**src/pkg/scs_regs.svh**
```systemverilog
/*
 * register map, field positions, reset values and codes of the
 * system clock select block.
 * assumes a flat 32-bit byte address and 32-bit word registers.
 */
// Operation
// - clock control registers decode at fixed base, words 0x0000 to 0x0010.
// - usb host controller held in reset while bit 23 is one.
// - converter clock gated off while bit 20 is one; resets to zero.
// - clock-out pin driven from select field bits 17-16; resets to 01.
// - timer base from low-speed clock when bit 13 set, else peripheral source.
// - peripheral clock from gear clock when bit 12 clear, else undivided.
// - prescaler divides peripheral clock by 1 to 32; codes 110, 111 reserved.
// - gear field bits 2-0 divides high-speed clock by 1, 2, 4, 8.
`ifndef SCS_REGS_SVH
`define SCS_REGS_SVH

`define SCS_BASE        32'h400f_4000
`define SCS_OFF_SYS     32'h0000_0000
`define SCS_OFF_OSC     32'h0000_0004
`define SCS_OFF_STBY    32'h0000_0008
`define SCS_OFF_PLL     32'h0000_000c
`define SCS_OFF_CKSEL   32'h0000_0010

`define SCS_BIT_USB     23
`define SCS_BIT_ADC     20
`define SCS_OUT_HI      17
`define SCS_OUT_LO      16
`define SCS_BIT_TB      13
`define SCS_BIT_PS      12
`define SCS_PR_HI       10
`define SCS_PR_LO       8
`define SCS_GR_HI       2
`define SCS_GR_LO       0
`define SCS_SYS_RMASK   32'h0093_3707

`define SCS_RST_USB     1'h0
`define SCS_RST_ADC     1'h0
`define SCS_RST_OUT     2'h1
`define SCS_RST_TB      1'h0
`define SCS_RST_PS      1'h0
`define SCS_RST_PR      3'h0
`define SCS_RST_GR      3'h0

`define SCS_OUT_FS      2'h0
`define SCS_OUT_SYS2    2'h1
`define SCS_OUT_SYS     2'h2
`define SCS_OUT_TMR     2'h3

`define SCS_GR_D1       3'h0
`define SCS_GR_D2       3'h4
`define SCS_GR_D4       3'h5
`define SCS_GR_D8       3'h6
`define SCS_PR_MAX      3'h5

`endif

```
**src/pkg/scs_pkg.sv**
```systemverilog
/*
 * types shared by the system clock select block.
 * assumes scs_regs.svh for all numeric constants.
 */
package scs_pkg;

    // software-visible fields of system_clock_control
    typedef struct packed {
        logic       usb_rst;
        logic       adc_stop;
        logic [1:0] out_sel;
        logic       tb_sel;
        logic       ps_sel;
        logic [2:0] presc;
        logic [2:0] gear;
    } scs_ctrl_s;

    // clock event ticks, one cycle each
    typedef struct packed {
        logic gear;
        logic periph;
        logic presc;
        logic timer;
    } scs_tick_s;

    // whole module state
    typedef struct packed {
        scs_ctrl_s   ctrl;
        logic [2:0]  gear_cnt;
        logic [4:0]  presc_cnt;
        logic        fs_q;
        logic        half;
        logic        pin;
        logic        adc_run;
        scs_tick_s   tick;
        logic [31:0] rdata;
    } scs_state_s;

endpackage

```
**src/logic/scs_clock_ctrl.sv**
```systemverilog
/*
 * system clock select block: control register, gear divider,
 * peripheral source and prescaler, timer base source, clock-out pin,
 * converter clock gate and usb host reset.
 * assumes ref_clk is the high-speed clock and low_speed_clock is a
 * level already synchronous to it; derived clocks leave as ticks, the clock-out pin as a toggled level.
 */
`timescale 1ns/1ps
`include "scs_regs.svh"

module scs_clock_ctrl (
    // clock and reset
    input  wire logic            ref_clk,
    input  wire logic            rst,
    // register port
    input  wire logic [31:0]     addr,
    input  wire logic [31:0]     wdata,
    input  wire logic            wr,
    input  wire logic            rd,
    output      logic [31:0]     rdata,
    // clock sources
    input  wire logic            low_speed_clock,
    // derived clocks and controls
    output      scs_pkg::scs_tick_s tick,
    output      logic            clock_out_pin,
    output      logic            adc_clk_run,
    output      logic            usb_host_reset
);

    scs_pkg::scs_state_s st_ff;
    scs_pkg::scs_state_s nxt_st;

    // gear code to counter mask; reserved codes run undivided
    function automatic logic [2:0] gear_mask(input logic [2:0] code);
        logic [2:0] m;
        m = 3'h0;
        case (code)
            `SCS_GR_D2: m = 3'h1;
            `SCS_GR_D4: m = 3'h3;
            `SCS_GR_D8: m = 3'h7;
            default:    m = 3'h0;
        endcase
        return m;
    endfunction

    // prescaler code to mask; reserved codes behave as divide by one
    function automatic logic [4:0] presc_mask(input logic [2:0] code);
        logic [5:0] m;
        m = 6'h00;
        if (code <= `SCS_PR_MAX) begin
            m = (6'h01 << code) - 6'h01;
        end
        return m[4:0];
    endfunction

    function automatic logic [31:0] sys_word(input scs_pkg::scs_ctrl_s c);
        logic [31:0] w;
        w = 32'h0000_0000;
        w[`SCS_BIT_USB] = c.usb_rst;
        w[`SCS_BIT_ADC] = c.adc_stop;
        w[`SCS_OUT_HI:`SCS_OUT_LO] = c.out_sel;
        w[`SCS_BIT_TB] = c.tb_sel;
        w[`SCS_BIT_PS] = c.ps_sel;
        w[`SCS_PR_HI:`SCS_PR_LO] = c.presc;
        w[`SCS_GR_HI:`SCS_GR_LO] = c.gear;
        return w;
    endfunction

    logic        sys_hit;
    logic        map_hit;
    logic        fs_rise;
    logic        g_raw;
    logic        p_raw;
    logic        pr_raw;
    logic        t_raw;
    logic        h_raw;
    logic        out_tick;
    logic [31:0] offs;

    always_comb begin
        nxt_st = st_ff;

        // address decode relative to the block base
        offs    = addr - `SCS_BASE;
        sys_hit = (offs == `SCS_OFF_SYS);
        map_hit = sys_hit || (offs == `SCS_OFF_OSC) || (offs == `SCS_OFF_STBY)
                  || (offs == `SCS_OFF_PLL) || (offs == `SCS_OFF_CKSEL);

        // only implemented fields are stored, the rest is dropped
        if (wr && sys_hit) begin
            nxt_st.ctrl.usb_rst  = wdata[`SCS_BIT_USB];
            nxt_st.ctrl.adc_stop = wdata[`SCS_BIT_ADC];
            nxt_st.ctrl.out_sel  = wdata[`SCS_OUT_HI:`SCS_OUT_LO];
            nxt_st.ctrl.tb_sel   = wdata[`SCS_BIT_TB];
            nxt_st.ctrl.ps_sel   = wdata[`SCS_BIT_PS];
            nxt_st.ctrl.presc    = wdata[`SCS_PR_HI:`SCS_PR_LO];
            nxt_st.ctrl.gear     = wdata[`SCS_GR_HI:`SCS_GR_LO];
        end

        // read data valid only in the cycle after the strobe
        nxt_st.rdata = 32'h0000_0000;
        if (rd && sys_hit) begin
            nxt_st.rdata = sys_word(st_ff.ctrl) & `SCS_SYS_RMASK;
        end else if (rd && map_hit) begin
            // fields of the other map entries live elsewhere
            nxt_st.rdata = 32'h0000_0000;
        end

        // gear divider: free counter, tick on masked all-ones
        nxt_st.gear_cnt = st_ff.gear_cnt + 3'h1;
        g_raw = (st_ff.gear_cnt & gear_mask(st_ff.ctrl.gear))
                == gear_mask(st_ff.ctrl.gear);

        // peripheral source: gear tick or every high-speed edge
        p_raw = st_ff.ctrl.ps_sel ? 1'b1 : g_raw;

        // prescaler counts peripheral ticks only
        if (p_raw) begin
            nxt_st.presc_cnt = st_ff.presc_cnt + 5'h01;
        end
        pr_raw = p_raw && ((st_ff.presc_cnt & presc_mask(st_ff.ctrl.presc))
                 == presc_mask(st_ff.ctrl.presc));

        // low-speed edge seen as a tick
        nxt_st.fs_q = low_speed_clock;
        fs_rise = low_speed_clock && !st_ff.fs_q;

        t_raw = st_ff.ctrl.tb_sel ? fs_rise : p_raw;

        // every second gear tick gives system clock / 2
        if (g_raw) begin
            nxt_st.half = !st_ff.half;
        end
        h_raw = g_raw && st_ff.half;

        // pin toggles on the chosen tick: whole periods while out_sel and the dividers hold; a change can leave one short phase
        case (st_ff.ctrl.out_sel)
            `SCS_OUT_FS:   out_tick = fs_rise;
            `SCS_OUT_SYS2: out_tick = h_raw;
            `SCS_OUT_SYS:  out_tick = g_raw;
            `SCS_OUT_TMR:  out_tick = t_raw;
            default:       out_tick = 1'b0;
        endcase
        if (out_tick) begin
            nxt_st.pin = !st_ff.pin;
        end

        // gate is a register that follows the stop bit one cycle later, on any cycle, so the gate is glitch-free
        nxt_st.adc_run = !st_ff.ctrl.adc_stop;

        nxt_st.tick.gear   = g_raw;
        nxt_st.tick.periph = p_raw;
        nxt_st.tick.presc  = pr_raw;
        nxt_st.tick.timer  = t_raw;
    end

    always_ff @(posedge ref_clk) begin
        if (rst) begin
            st_ff               <= '0;
            st_ff.ctrl.usb_rst  <= `SCS_RST_USB;
            st_ff.ctrl.adc_stop <= `SCS_RST_ADC;
            st_ff.ctrl.out_sel  <= `SCS_RST_OUT;
            st_ff.ctrl.tb_sel   <= `SCS_RST_TB;
            st_ff.ctrl.ps_sel   <= `SCS_RST_PS;
            st_ff.ctrl.presc    <= `SCS_RST_PR;
            st_ff.ctrl.gear     <= `SCS_RST_GR;
            st_ff.adc_run       <= ~`SCS_RST_ADC;
        end else begin
            st_ff <= nxt_st;
        end
    end

    assign rdata          = st_ff.rdata;
    assign tick           = st_ff.tick;
    assign clock_out_pin  = st_ff.pin;
    assign adc_clk_run    = st_ff.adc_run;
    assign usb_host_reset = st_ff.ctrl.usb_rst;
endmodule

```
**config.mk**
```make
export PLATFORM = sky130hd
export DESIGN_NAME = scs_clock_ctrl
export DESIGN_NICKNAME = d
export VERILOG_FILES = /design/src/pkg/scs_pkg.sv /design/src/logic/scs_clock_ctrl.sv
export VERILOG_INCLUDE_DIRS = /design/src /design/src/pkg
export SDC_FILE = /design/constraint.sdc
export NUM_CORES = 1
export LEC_CHECK = 0
export BUFFER_PORTS_ARGS = -buffer_cell sky130_fd_sc_hd__buf_2
export CORE_MARGIN = 5
export CORE_UTILIZATION = 36
export CTS_CLUSTER_DIAMETER = 120
export DETAILED_ROUTE_END_ITERATION = 6
export PLACE_DENSITY = 0.69
export RECOVER_POWER = 25
export SYNTH_ARGS = -nofsm -noshare
export SYNTH_HDL_FRONTEND = slang
export SYNTH_SLANG_ARGS = --single-unit
```
**constraint.sdc**
```tcl
create_clock -name ref_clk -period 2 [get_ports ref_clk]
set_input_delay 0.2 -clock ref_clk [delete_from_list [all_inputs] [get_ports ref_clk]]
set_output_delay 0.2 -clock ref_clk [all_outputs]
set_load 0.01 [all_outputs]
```
## Yosys cells after proc, flatten, opt, wreduce, memory -nomap -nowiden

Index checks and enable logic that the tools add are counted.

| operators by class | value |
|---|---|
| equality and inequality tests | 8 |
| shift operators | 1 |
| bitwise operators | 3 |
| multiplexer cells | 5 |
| reductions and logical operators | 12 |
| $add $sub $neg | 4 |
| magnitude comparators | 1 |

Operators with widths:

| operator | number |
|---|---|
| zero test 32 bit | 1 |
| subtractor 32 x 31 -> 32 bit (second input constant) | 1 |
| == test 3 bit (second input constant) | 3 |
| one-hot mux 3 bit (3 select lines) | 1 |
| adder 5 x 1 -> 5 bit (second input constant) | 1 |
| bitwise AND 5 bit | 1 |
| == test 5 bit | 1 |
| logical AND 1 bit | 5 |
| two-way mux 5 bit | 1 |
| << shifter 1 x 3 -> 5 bit (first input constant) | 1 |
| subtractor 5 x 1 -> 5 bit (second input constant) | 1 |
| == test 2 bit (second input constant) | 2 |
| zero test 1 bit | 4 |
| one-hot mux 1 bit (4 select lines) | 1 |
| adder 3 x 1 -> 3 bit (second input constant) | 1 |
| bitwise AND 3 bit | 1 |
| == test 3 bit | 1 |
| less-or-equal comparator 3 bit (second input constant) | 1 |
| == test 2 x 1 -> 1 bit (second input constant) | 1 |
| zero test 2 bit | 1 |
| two-way mux 1 bit | 2 |
| OR reduction 2 bit | 1 |
| inverter 1 bit | 1 |

| word-level totals | value |
|---|---|
| output and inout bits | 39 |
| register bits after elaboration | 60 |
| logic and storage cells | 53 |
| input port bits | 69 |

## Depth between registers and ports, before layout

Gate-level depths: netlist (run 1).

| logic depth | value |
|---|---|
| depth after elaboration | 7 |
| gate-level depth with buffers | 7 |
| depth with buffers taken out | 7 |

## Worst setup path before layout (run 1)

Ideal clock, no wire load.

| timing path | value |
|---|---|
| path kind | register to register |
| start point | register st_ff[45] in the netlist's numbering |
| end point | register st_ff, in the netlist clock_out_pin |
| period minus slack after synthesis | 1.737 ns |
| arrival time | 1.616 ns |
| path buffers | 0 |
| required time | 1.879 ns |
| stages on the path, launching flop included | 6 |
| library setup time | 0.121 ns |
| setup slack | 0.263 ns |
| cells stage by stage | dfxtp_1 -> and3_4 -> a2111oi_4 -> o21ai_2 -> a211oi_2 -> mux2_2 |

| on the way | value |
|---|---|
| longest elaborated chain between the ends | 5 |
| elaborated cells between the ends (all ways) | 6 |
| those cells by class | eq/ne (1); mux (3); bitwise (1); reduce/logical (1) |

Ends and longest elaborated chain:

| element | line | text |
|---|---|---|
| start: declaration | scs_clock_ctrl.sv:30 | `scs_pkg::scs_state_s st_ff;` |
| start signal: assignment | scs_clock_ctrl.sv:169 | `st_ff <= nxt_st;` |
| bitwise AND 3 bit (*) | scs_clock_ctrl.sv:111 | `g_raw = (st_ff.gear_cnt & gear_mask(st_ff.ctrl.gear))` |
| == test 3 bit (*) | scs_clock_ctrl.sv:112 | `== gear_mask(st_ff.ctrl.gear);` |
| two-way mux 1 bit | scs_clock_ctrl.sv:115 | `p_raw = st_ff.ctrl.ps_sel ? 1'b1 : g_raw;` |
| two-way mux 1 bit | scs_clock_ctrl.sv:128 | `t_raw = st_ff.ctrl.tb_sel ? fs_rise : p_raw;` |
| one-hot mux 1 bit (4 select lines) (*) | scs_clock_ctrl.sv:137 | `case (st_ff.ctrl.out_sel)` |

Mark *: on every way between the ends. The rest lies on a longest branch, timed or not.
A chain may end at the register's enable or synchronous reset.

## Worst setup path after layout (run 1)

| timing path | value |
|---|---|
| start point | register st_ff[51] in the netlist's numbering |
| end point | register st_ff, in the netlist tick[1] |

| on the way | value |
|---|---|
| longest elaborated chain between the ends | 6 |
| elaborated cells between the ends (all ways) | 7 |
| those cells by class | add/sub (1); order compare (1); eq/ne (1); shift (1); mux (1); bitwise (1); reduce/logical (1) |

Ends and longest elaborated chain:

| element | line | text |
|---|---|---|
| << shifter 1 x 3 -> 5 bit | scs_clock_ctrl.sv:51 | `m = (6'h01 << code) - 6'h01;` |
| subtractor 5 x 1 -> 5 bit | scs_clock_ctrl.sv:51 |  |
| two-way mux 5 bit (*) | scs_clock_ctrl.sv:50 | `` if (code <= `SCS_PR_MAX) begin `` |
| bitwise AND 5 bit | scs_clock_ctrl.sv:121 | `pr_raw = p_raw && ((st_ff.presc_cnt & presc_mask(st_ff.ctrl.presc))` |
| == test 5 bit (*) | scs_clock_ctrl.sv:122 | `== presc_mask(st_ff.ctrl.presc));` |
| logical AND 1 bit (*) | scs_clock_ctrl.sv:121 |  |

Marks and branches as above.

==> results of run 1 <==
stage by stage:
stage	util [%]	area, um^2	power, W	worst slack [ns]
6_report	43.3	2240	0.00142	0.214
2_1_floorplan	-	2020	0.000949	0.263
5_1_grt	43.3	2240	0.00150	0.0411
3_3_place_gp	42.4	2190	0.000976	0.130
4_1_cts	43.7	2260	0.00145	0.211
3_5_place_dp	42.4	2190	0.000980	0.138
routing by layer:
layer,routed length [um],share of wire [%],vias to the layer above
li1,-,-,720
met1,1550,43,640
met2,1770,49,43
met3,239,6.6,8
met4,78,2.1,0
met5,0,0,-
synthesized netlist by cell type (all sizes together) (2+ instances only):
master	n	share of area, %
dfxtp	40	41
buf	38	15
nor2	25	4.8
and2	13	4.2
mux2i	13	6.7
nor2b	7	2.2
nor4	6	2.9
a21oi	4	1.0
ha	3	1.9
inv	3	0.58
nand2b	3	0.96
nor4b	3	2.1
xnor2	3	1.3
xor2	3	1.3
a211oi	2	1.0
and2b	2	0.77
and3	2	0.90
clkbuf	2	0.38
nand2	2	0.38
nand3b	2	0.77
nand4	2	0.64
nand4b	2	0.90
nor3b	2	0.77
layout by cell type (no fill, tap or decap), types with 4 or more instances in the layout:
| master | instances |
|---|---|
| a21oi_1 | 4 |
| and2_1 | 13 |
| buf_2 | 55 |
| buf_4 | 6 |
| clkbuf_1 | 13 |
| clkbuf_8 | 5 |
| conb_1 | 20 |
| dfxtp_1 | 40 |
| mux2i_1 | 13 |
| nor2_1 | 25 |
| nor2b_1 | 7 |
| nor4_2 | 4 |
cell families after synthesis:
logic type               after synthesis
buffers and inverters                 44
other                                  1
multiplexers                          14
adder cells (fa/ha/maj)                3
flip-flops                            40
XOR/XNOR                               6
AND/OR/NAND/NOR                       73
AO/OA/AOI/OAI                         15
cell type report:
type | instances | share of cell area (%)
Inverter | 3 | 0.502
Multi-Input combinational cell | 131 | 40.3
Clock buffer | 5 | 3.07
Tap cell | 70 | 3.91
Sequential cell | 40 | 35.7
Timing Repair Buffer | 74 | 16.5
worst max-delay path: cells and delay by family (launching register included):
kind	cells	cell delay, ns
and+or+nand+nor	2	0.35
DFF	1	0.36
AOI/OAI and AO/OA	3	0.61
buffers and inverters	1	0.08
adders and majority gates	1	0.29
final timing paths:
| path | to | slack, ns | start |
|---|---|---|---|
| max | tick[1] | 0.21 | st_ff[51] |
| min | st_ff[56] | 0.12 | wdata[16] |
| max reg2reg | tick[1] | 0.21 | st_ff[51] |
| min reg2reg | adc_clk_run | 0.40 | st_ff[58] |
registers in the layout, indices dropped and copies added (netlist names):
register / flops
usb_host_reset: 1
clock_out_pin: 1
adc_clk_run: 1
tick: 4
st_ff: 21
rdata: 12
report_power, final:
part	internal (W)	leakage, nW	switching (W)	total (W)
combinational	0.0000644	0.609	0.0000646	0.000129
clock	0.000224	0.0359	0.000239	0.000464
sequential	0.000816	0.326	0.0000154	0.000831
==> impl_results.md, run 1 <==
- Post-synthesis simple-gate area fraction: 22.9%
- Hold slack final: 0.121 ns
- Final setup vio count: 0
- Pin count of the biggest net entering global routing: 20
- RSZ-0062 raised after global routing: no
- Starting Density: 37.7%
- Clk buf depth: 2
- Area delta synth->final: 14.9%
- Mapped Avg Cell Area: 9.96 um^2
- Relative max-transition margin: 48.1%
- Netlist Area Pre-Place: 1950 um^2
- R2R cell count: 7
- Gr usage total: 11.1%
- Nets: 327
- Number of port buffers: 67
- Worst hold path type: in2reg
- Clock root buffer master: clkbuf_8
- Share of post-route cells with drive strength above 1: 32.0%
- Critical path class: reg2reg
- Leak: 0.971 nW
- Fin Setup TNS: 0 ns
- Remaining DRCs: 0
- Cells after Synth: 196
- Area of the multi-input gates: 905 um^2
- First-pass DRT Iterations: 4
- Die height: 83.6 um
- Run status: finished clean
- CTS tree: yes
- Slowest-stage cell, CP: dfxtp_1
- Routing usage on met3: 4.34%
- Dpl hpwl: 2910 um
- Slew @ Worst Pin: 0.779 ns
- Vias in the first global route: 1425
- DIE WIDTH: 83.6 um
- CP required: 2.18 ns
- Worst-path clk slew: 0.07 ns
- GRT overflow: 0
- Hold Buf Count CTS: 0
- Synth Flop Type: dfxtp_1
- Initial DRC count: 74
- Remaining antenna violation count: 0
- Complex-gate fraction of the synthesized area: 7.44%
- Skew final: 0.00382 ns
- Vias after detailed routing: 1411
- Number of setup buffers added after CTS: 0
- Worst path max stage delay: 0.36 ns
- H-tree depth: 2
- Routed WL: 3640 um
- DR WL/cell: 11.3 um
- Highest clock rate: 560 MHz
- Max Slew Vio Count: 0
- Largest family of logic cells by synthesized area: simple AND/OR/NAND/NOR gates
- Routability congestion estimate: 0.805
- Clock sink count: 40
- Met2 usage: 18.9%
- Post-synthesis mux area share: 7.24%
- Worst Setup End Kind: register
- Placed cell count: 318
- First-pass GRT wire length: 6330 um
- Synth Area in XOR/XNOR: 2.69%
- I/O pin count: 108
- Tcrit/Tclk final: 89.3%
- Synth Warn #: 0
- Post-synth EDFFs: 0
- Unique masters post-synth: 42
- Power density over cell area: 635 nW/um^2
- Arr. time, crit path: 1.96 ns
- Met1 Usage GRT: 12.3%
- Vias/cell: 4.37
- Worst-path fanout max: 7
- Fin crit period: 1.79 ns
- GRT Max-Usage Layer: met2
- Worst VDD drop: 0.297 mV
- Crit-path cells: nor3_1 > inv_1 > ha_1 > o22ai_1 > nor3b_1 > o21a_1 > o221a_2
- Max Cap Violations: 0
- Total CTS buffers: 5
- Post-synthesis sequential area ratio: 41.0%
- Full die area: 6990 um^2
- Antenna diode count: 0
- Adder-Cell Fraction of Synth Area: 1.92%
- Initial antenna violation count: 0
- Fin cells: 323
- Setup crit start kind: register
- Row cnt: 26
- Final Hold Viols: 0
- Register area: 801 um^2
- Core area: 5170 um^2
- Hold path cells: 2
- #FFs+latches synth: 40
- Cts repair resizes: 0
- Clk_lat worst skew: 0.28 ns
- Fillers: 526
- Asr flop ratio synth: 0%
No activity file was read; power rests on OpenSTA's default activity.
==> inputs of run 2 (changes only) <==
Settings changed: CORE_UTILIZATION 36 to 44, PLACE_DENSITY 0.69 to 0.81.
==> impl_results.md, run 2 (synthesis gave the netlist of run 1 again) <==
- Most frequent cells in the layout: buf_2, dfxtp_1, nor2_1
- Arr. time, crit path: 1.96 ns
- Die height: 76.6 um
- Worst hold path type: in2reg
- Final setup vio count: 0
- Final Core Density: 51.3%
- Starting Density: 45.1%
- Skew final: 0.00438 ns
- Highest clock rate: 561 MHz
- Worst-path clk slew: 0.07 ns
- Core area: 4320 um^2
- Worst VDD drop: 0.243 mV
- Worst Setup End Kind: register
- Final Hold Viols: 0
- Number of port buffers: 67
- Register area: 801 um^2
- Internal Power: 0.00112 W
- Power density over cell area: 652 nW/um^2
- Remaining DRCs: 0
- Area of the multi-input gates: 905 um^2
- First-pass DRT Iterations: 4
- Clk buf depth: 2
- Critical path class: reg2reg
- Flop pwr share: 57.5%
- CP required: 2.18 ns
- Tcrit/Tclk final: 89.1%
- Leak: 0.969 nW
- Fin crit period: 1.78 ns
- Max Cap Violations: 0
- Slew @ Worst Pin: 1.21 ns
- Clock sink count: 40
- R2R cell count: 7
- Vias/cell: 4.62
- GRT overflow: 0
- Vias in the first global route: 1423
- Setup crit start kind: register
- Cts repair resizes: 0
- Crit-path cells: nor3_1 > inv_1 > ha_1 > o22ai_1 > nor3b_1 > o21a_1 > o221a_2
- Routed WL: 3630 um
- Crit Reg-Reg Startpoint: st_ff[51]
- Vias after detailed routing: 1410
- Initial DRC count: 35
- Run status: finished clean
- Hold Buf Count CTS: 0
- RSZ-0062 raised after global routing: no
- Nets: 325
- DIE WIDTH: 76.6 um
- DR WL/cell: 11.9 um
- Commonest non-fill, non-tap cell in the layout: buf_2
- Clock Power Share: 33.7%
- Fin Setup TNS: 0 ns
- Share of post-route cells with drive strength above 1: 32.0%
- CTS tree: yes
- Worst-path fanout max: 7
- Worst Setup SP: st_ff[51]
- Initial antenna violation count: 0
- RR Endpoint: tick[1]
- Worst path max stage delay: 0.37 ns
- Reg2reg setup slack: 0.22 ns
- Number of setup buffers added after CTS: 0
- Biggest register: st_ff
- Max FFs per register: 21
- Switching Power: 0.000329 W
- Fillers: 405
- Total CTS buffers: 5
- Row cnt: 24
- Routability congestion estimate: 0.741
- Dpl hpwl: 2910 um
- H-tree depth: 2
- Setup crit end: tick[1]
- Full die area: 5870 um^2
- I/O pin count: 108
- Slowest-stage cell, CP: dfxtp_1
- Area delta synth->final: 13.6%
- Gr usage total: 12.4%
- Antenna diode count: 0
- Clock root buffer master: clkbuf_8
- Comb pwr share: 8.8%
- Switch share: 22.8%
- Max Slew Vio Count: 0
- Pin count of the biggest net entering global routing: 30
- First-pass GRT wire length: 6080 um
- Clk_lat worst skew: 0.28 ns
- Remaining antenna violation count: 0
- Relative max-transition margin: 19.6%
## run 2: cell type report
cell class / instances / area share, %
Clock inverter: 1 / 0.226
Multi-Input combinational cell: 131 / 40.8
Sequential cell: 40 / 36.1
Timing Repair Buffer: 72 / 16.1
Tap cell: 52 / 2.93
Inverter: 3 / 0.508
Clock buffer: 6 / 3.27
## run 2: worst min-delay path by stage
stage                    from           to  slack, ns  cells after the start
finish              wdata[16]    st_ff[56]       0.12                      2
global route        wdata[16]    st_ff[56]       0.11                      2
CTS                 wdata[16]    st_ff[56]       0.11                      2
floorplan           wdata[16]    st_ff[56]       0.32                      1
global placement    st_ff[58]  adc_clk_run       0.38                      1
detailed placement  st_ff[58]  adc_clk_run       0.40                      1
## run 2: metal layers
| metal | global-route usage [%] | up-vias | routed length (um) |
|---|---|---|---|
| li1 | - | 718 | - |
| met1 | 12.7 | 647 | 1430 |
| met2 | 22.3 | 38 | 1880 |
| met3 | 4.73 | 7 | 244 |
| met4 | 5.42 | 0 | 69 |
| met5 | 0 | - | 0 |
## run 2: worst max-delay path, delay by kind of cell, from the launching register on
family / cells / cell delay, ns
flops: 1 / 0.37
compound gates: 3 / 0.60
fa+ha+maj: 1 / 0.29
buf+inv: 1 / 0.07
simple gates: 2 / 0.34
## run 2: per-stage QoR
| stage | instance area [um^2] | setup slack [ns] | hold WS (ns) | std cells | total power [W] |
|---|---|---|---|---|---|
| 6_report | 2220 | 0.219 | 0.118 | 305 | 0.00145 |
| 3_5_place_dp | 2150 | 0.127 | 0.401 | 298 | 0.000977 |
| 5_1_grt | 2220 | 0.0722 | 0.107 | 305 | 0.00152 |
| 3_3_place_gp | 2150 | 0.197 | 0.385 | 298 | 0.000972 |
| 4_1_cts | 2230 | 0.215 | 0.112 | 305 | 0.00146 |
| 2_1_floorplan | 2020 | 0.263 | 0.322 | 215 | 0.000949 |
## run 2: power groups by stage
stage / clock network (W) / registers [W] / logic (W)
after floorplan: 0 / 0.000847 / 0.000102
after detailed placement: 0 / 0.000849 / 0.000128
final: 0.000487 / 0.000831 / 0.000127
after CTS: 0.000503 / 0.000831 / 0.000129
after global placement: 0 / 0.000848 / 0.000125
after global routing: 0.000540 / 0.000833 / 0.000144
==> inputs of run 3 (changes only) <==
Settings changed: PLACE_DENSITY 0.81 to 0.79.
==> impl_results.md, run 3 (synthesis gave the netlist of run 1 again) <==
- Run status: finished clean
- Dpl hpwl: 2890 um
- RR Endpoint: tick[1]
- Highest clock rate: 555 MHz
- Internal Power: 0.00125 W
- Setup crit end: tick[1]
- I/O pin count: 108
- Comb pwr share: 8.1%
- Worst path max stage delay: 0.38 ns
- Initial antenna violation count: 0
- Pin count of the biggest net entering global routing: 29
- Gr usage total: 12.6%
- Critical path class: reg2reg
- Starting Density: 45.1%
- R2R cell count: 7
- Switch share: 21.6%
- Initial DRC count: 50
- Vias after detailed routing: 1428
- Switching Power: 0.000345 W
- GRT overflow: 0
- Max Slew Vio Count: 0
- Most frequent cells in the layout: buf_2, dfxtp_1, nor2_1
- DIE WIDTH: 76.6 um
- Hold slack final: 0.119 ns
- Clk buf depth: 2
- Worst-path fanout max: 7
- Share of post-route cells with drive strength above 1: 32.8%
- Max FFs per register: 21
- Final Hold Viols: 0
- H-tree depth: 2
- Antenna diode count: 0
- Area delta synth->final: 16.6%
- Reg2reg setup slack: 0.20 ns
- First-pass DRT Iterations: 5
- Worst Setup End Kind: register
- Number of setup buffers added after CTS: 0
- Nets: 327
- CTS tree: yes
- Total CTS buffers: 5
- Number of port buffers: 67
- Hold Buf Count CTS: 0
- Setup crit start kind: register
- Placed cell count: 300
- RSZ-0062 raised after global routing: no
- Power density over cell area: 701 nW/um^2
- Crit-path cells: nor3_2 > inv_1 > ha_1 > o22ai_1 > nor3b_1 > o21a_1 > o221a_2
- Clock Power Share: 39.8%
- Row cnt: 24
- Final setup vio count: 0
- Core area: 4320 um^2
- First-pass GRT wire length: 6110 um
- Remaining antenna violation count: 0
- Slew @ Worst Pin: 1.19 ns
- Worst-path clk slew: 0.07 ns
- Flop pwr share: 52.1%
- CP required: 2.18 ns
- Vias in the first global route: 1408
- Worst Setup SP: st_ff[51]
- Worst hold path type: in2reg
- Relative max-transition margin: 20.5%
- Leak: 0.995 nW
- Full die area: 5870 um^2
- Tcrit/Tclk final: 90.1%
- Setup WS pre-CTS: 0.125 ns
- Clock root buffer master: clkbuf_8
- Remaining DRCs: 0
- Die height: 76.6 um
- DR WL/cell: 12.2 um
- Routability congestion estimate: 0.764
- Worst VDD drop: 0.238 mV
- Skew final: 0.00644 ns
- Arr. time, crit path: 1.99 ns
- Commonest non-fill, non-tap cell in the layout: buf_2
- Routed WL: 3740 um
- Fin Setup TNS: 0 ns
- Crit Reg-Reg Startpoint: st_ff[51]
- Critical path depth: 7
- Slowest-stage cell, CP: dfxtp_1
- Cts repair resizes: 0
- Clock sink count: 40
- Vias/cell: 4.64
- Biggest register: st_ff
- Fin cells: 308
- Worst path bufs/invs: 1
- Clk_lat worst skew: 0.29 ns
- Fin crit period: 1.80 ns
- Final setup margin: 0.198 ns
- Max Cap Violations: 0
- Crit path max-delay family: compound AO/OA/AOI/OAI gates
- Fillers: 399
-- run 3: layout make-up --
cell class	count	area, um^2	area share (%)
clock inverter	2	35.0	1.54
clock buffer	6	72.6	3.19
tap	52	65.1	2.86
inverter	3	11.3	0.495
timing repair buffer	74	382	16.8
sequential	40	801	35.2
multi-input combinational	131	910	40.0
-- run 3: per-layer routing --
metal	wire [um]	vias up	part of all wire [%]	track usage, %
met5	0	-	0	0
met4	91	0	2.4	7.17
met3	242	8	6.5	3.90
met2	1900	50	51	21.7
met1	1510	648	40	13.5
li1	-	722	-	-
-- run 3: how the worst min path moves through the flow --
| stage | from | to | slack (ns) | cells past startpoint |
|---|---|---|---|---|
| CTS | wdata[16] | st_ff[56] | 0.12 | 2 |
| floorplan | wdata[16] | st_ff[56] | 0.32 | 1 |
| finish | wdata[16] | st_ff[56] | 0.12 | 2 |
| detailed placement | st_ff[58] | adc_clk_run | 0.39 | 1 |
| global placement | st_ff[58] | adc_clk_run | 0.39 | 1 |
| global route | wdata[16] | st_ff[56] | 0.12 | 2 |
-- run 3: power groups by stage --
stage | sequential (W) | combinational, W | clock [W]
floorplan | 0.000847 | 0.000102 | 0
global placement | 0.000848 | 0.000127 | 0
detailed placement | 0.000849 | 0.000131 | 0
CTS | 0.000830 | 0.000131 | 0.000647
global route | 0.000833 | 0.000144 | 0.000683
finish | 0.000831 | 0.000129 | 0.000635
-- run 3: stage by stage --
step / util (%) / cell area [um^2] / power [W]
floorplan: - / 2020 / 0.000949
detailed placement: 50.5 / 2180 / 0.000980
finish: 52.6 / 2280 / 0.00159
global route: 52.6 / 2280 / 0.00166
CTS: 53.0 / 2290 / 0.00161
global placement: 50.5 / 2180 / 0.000975
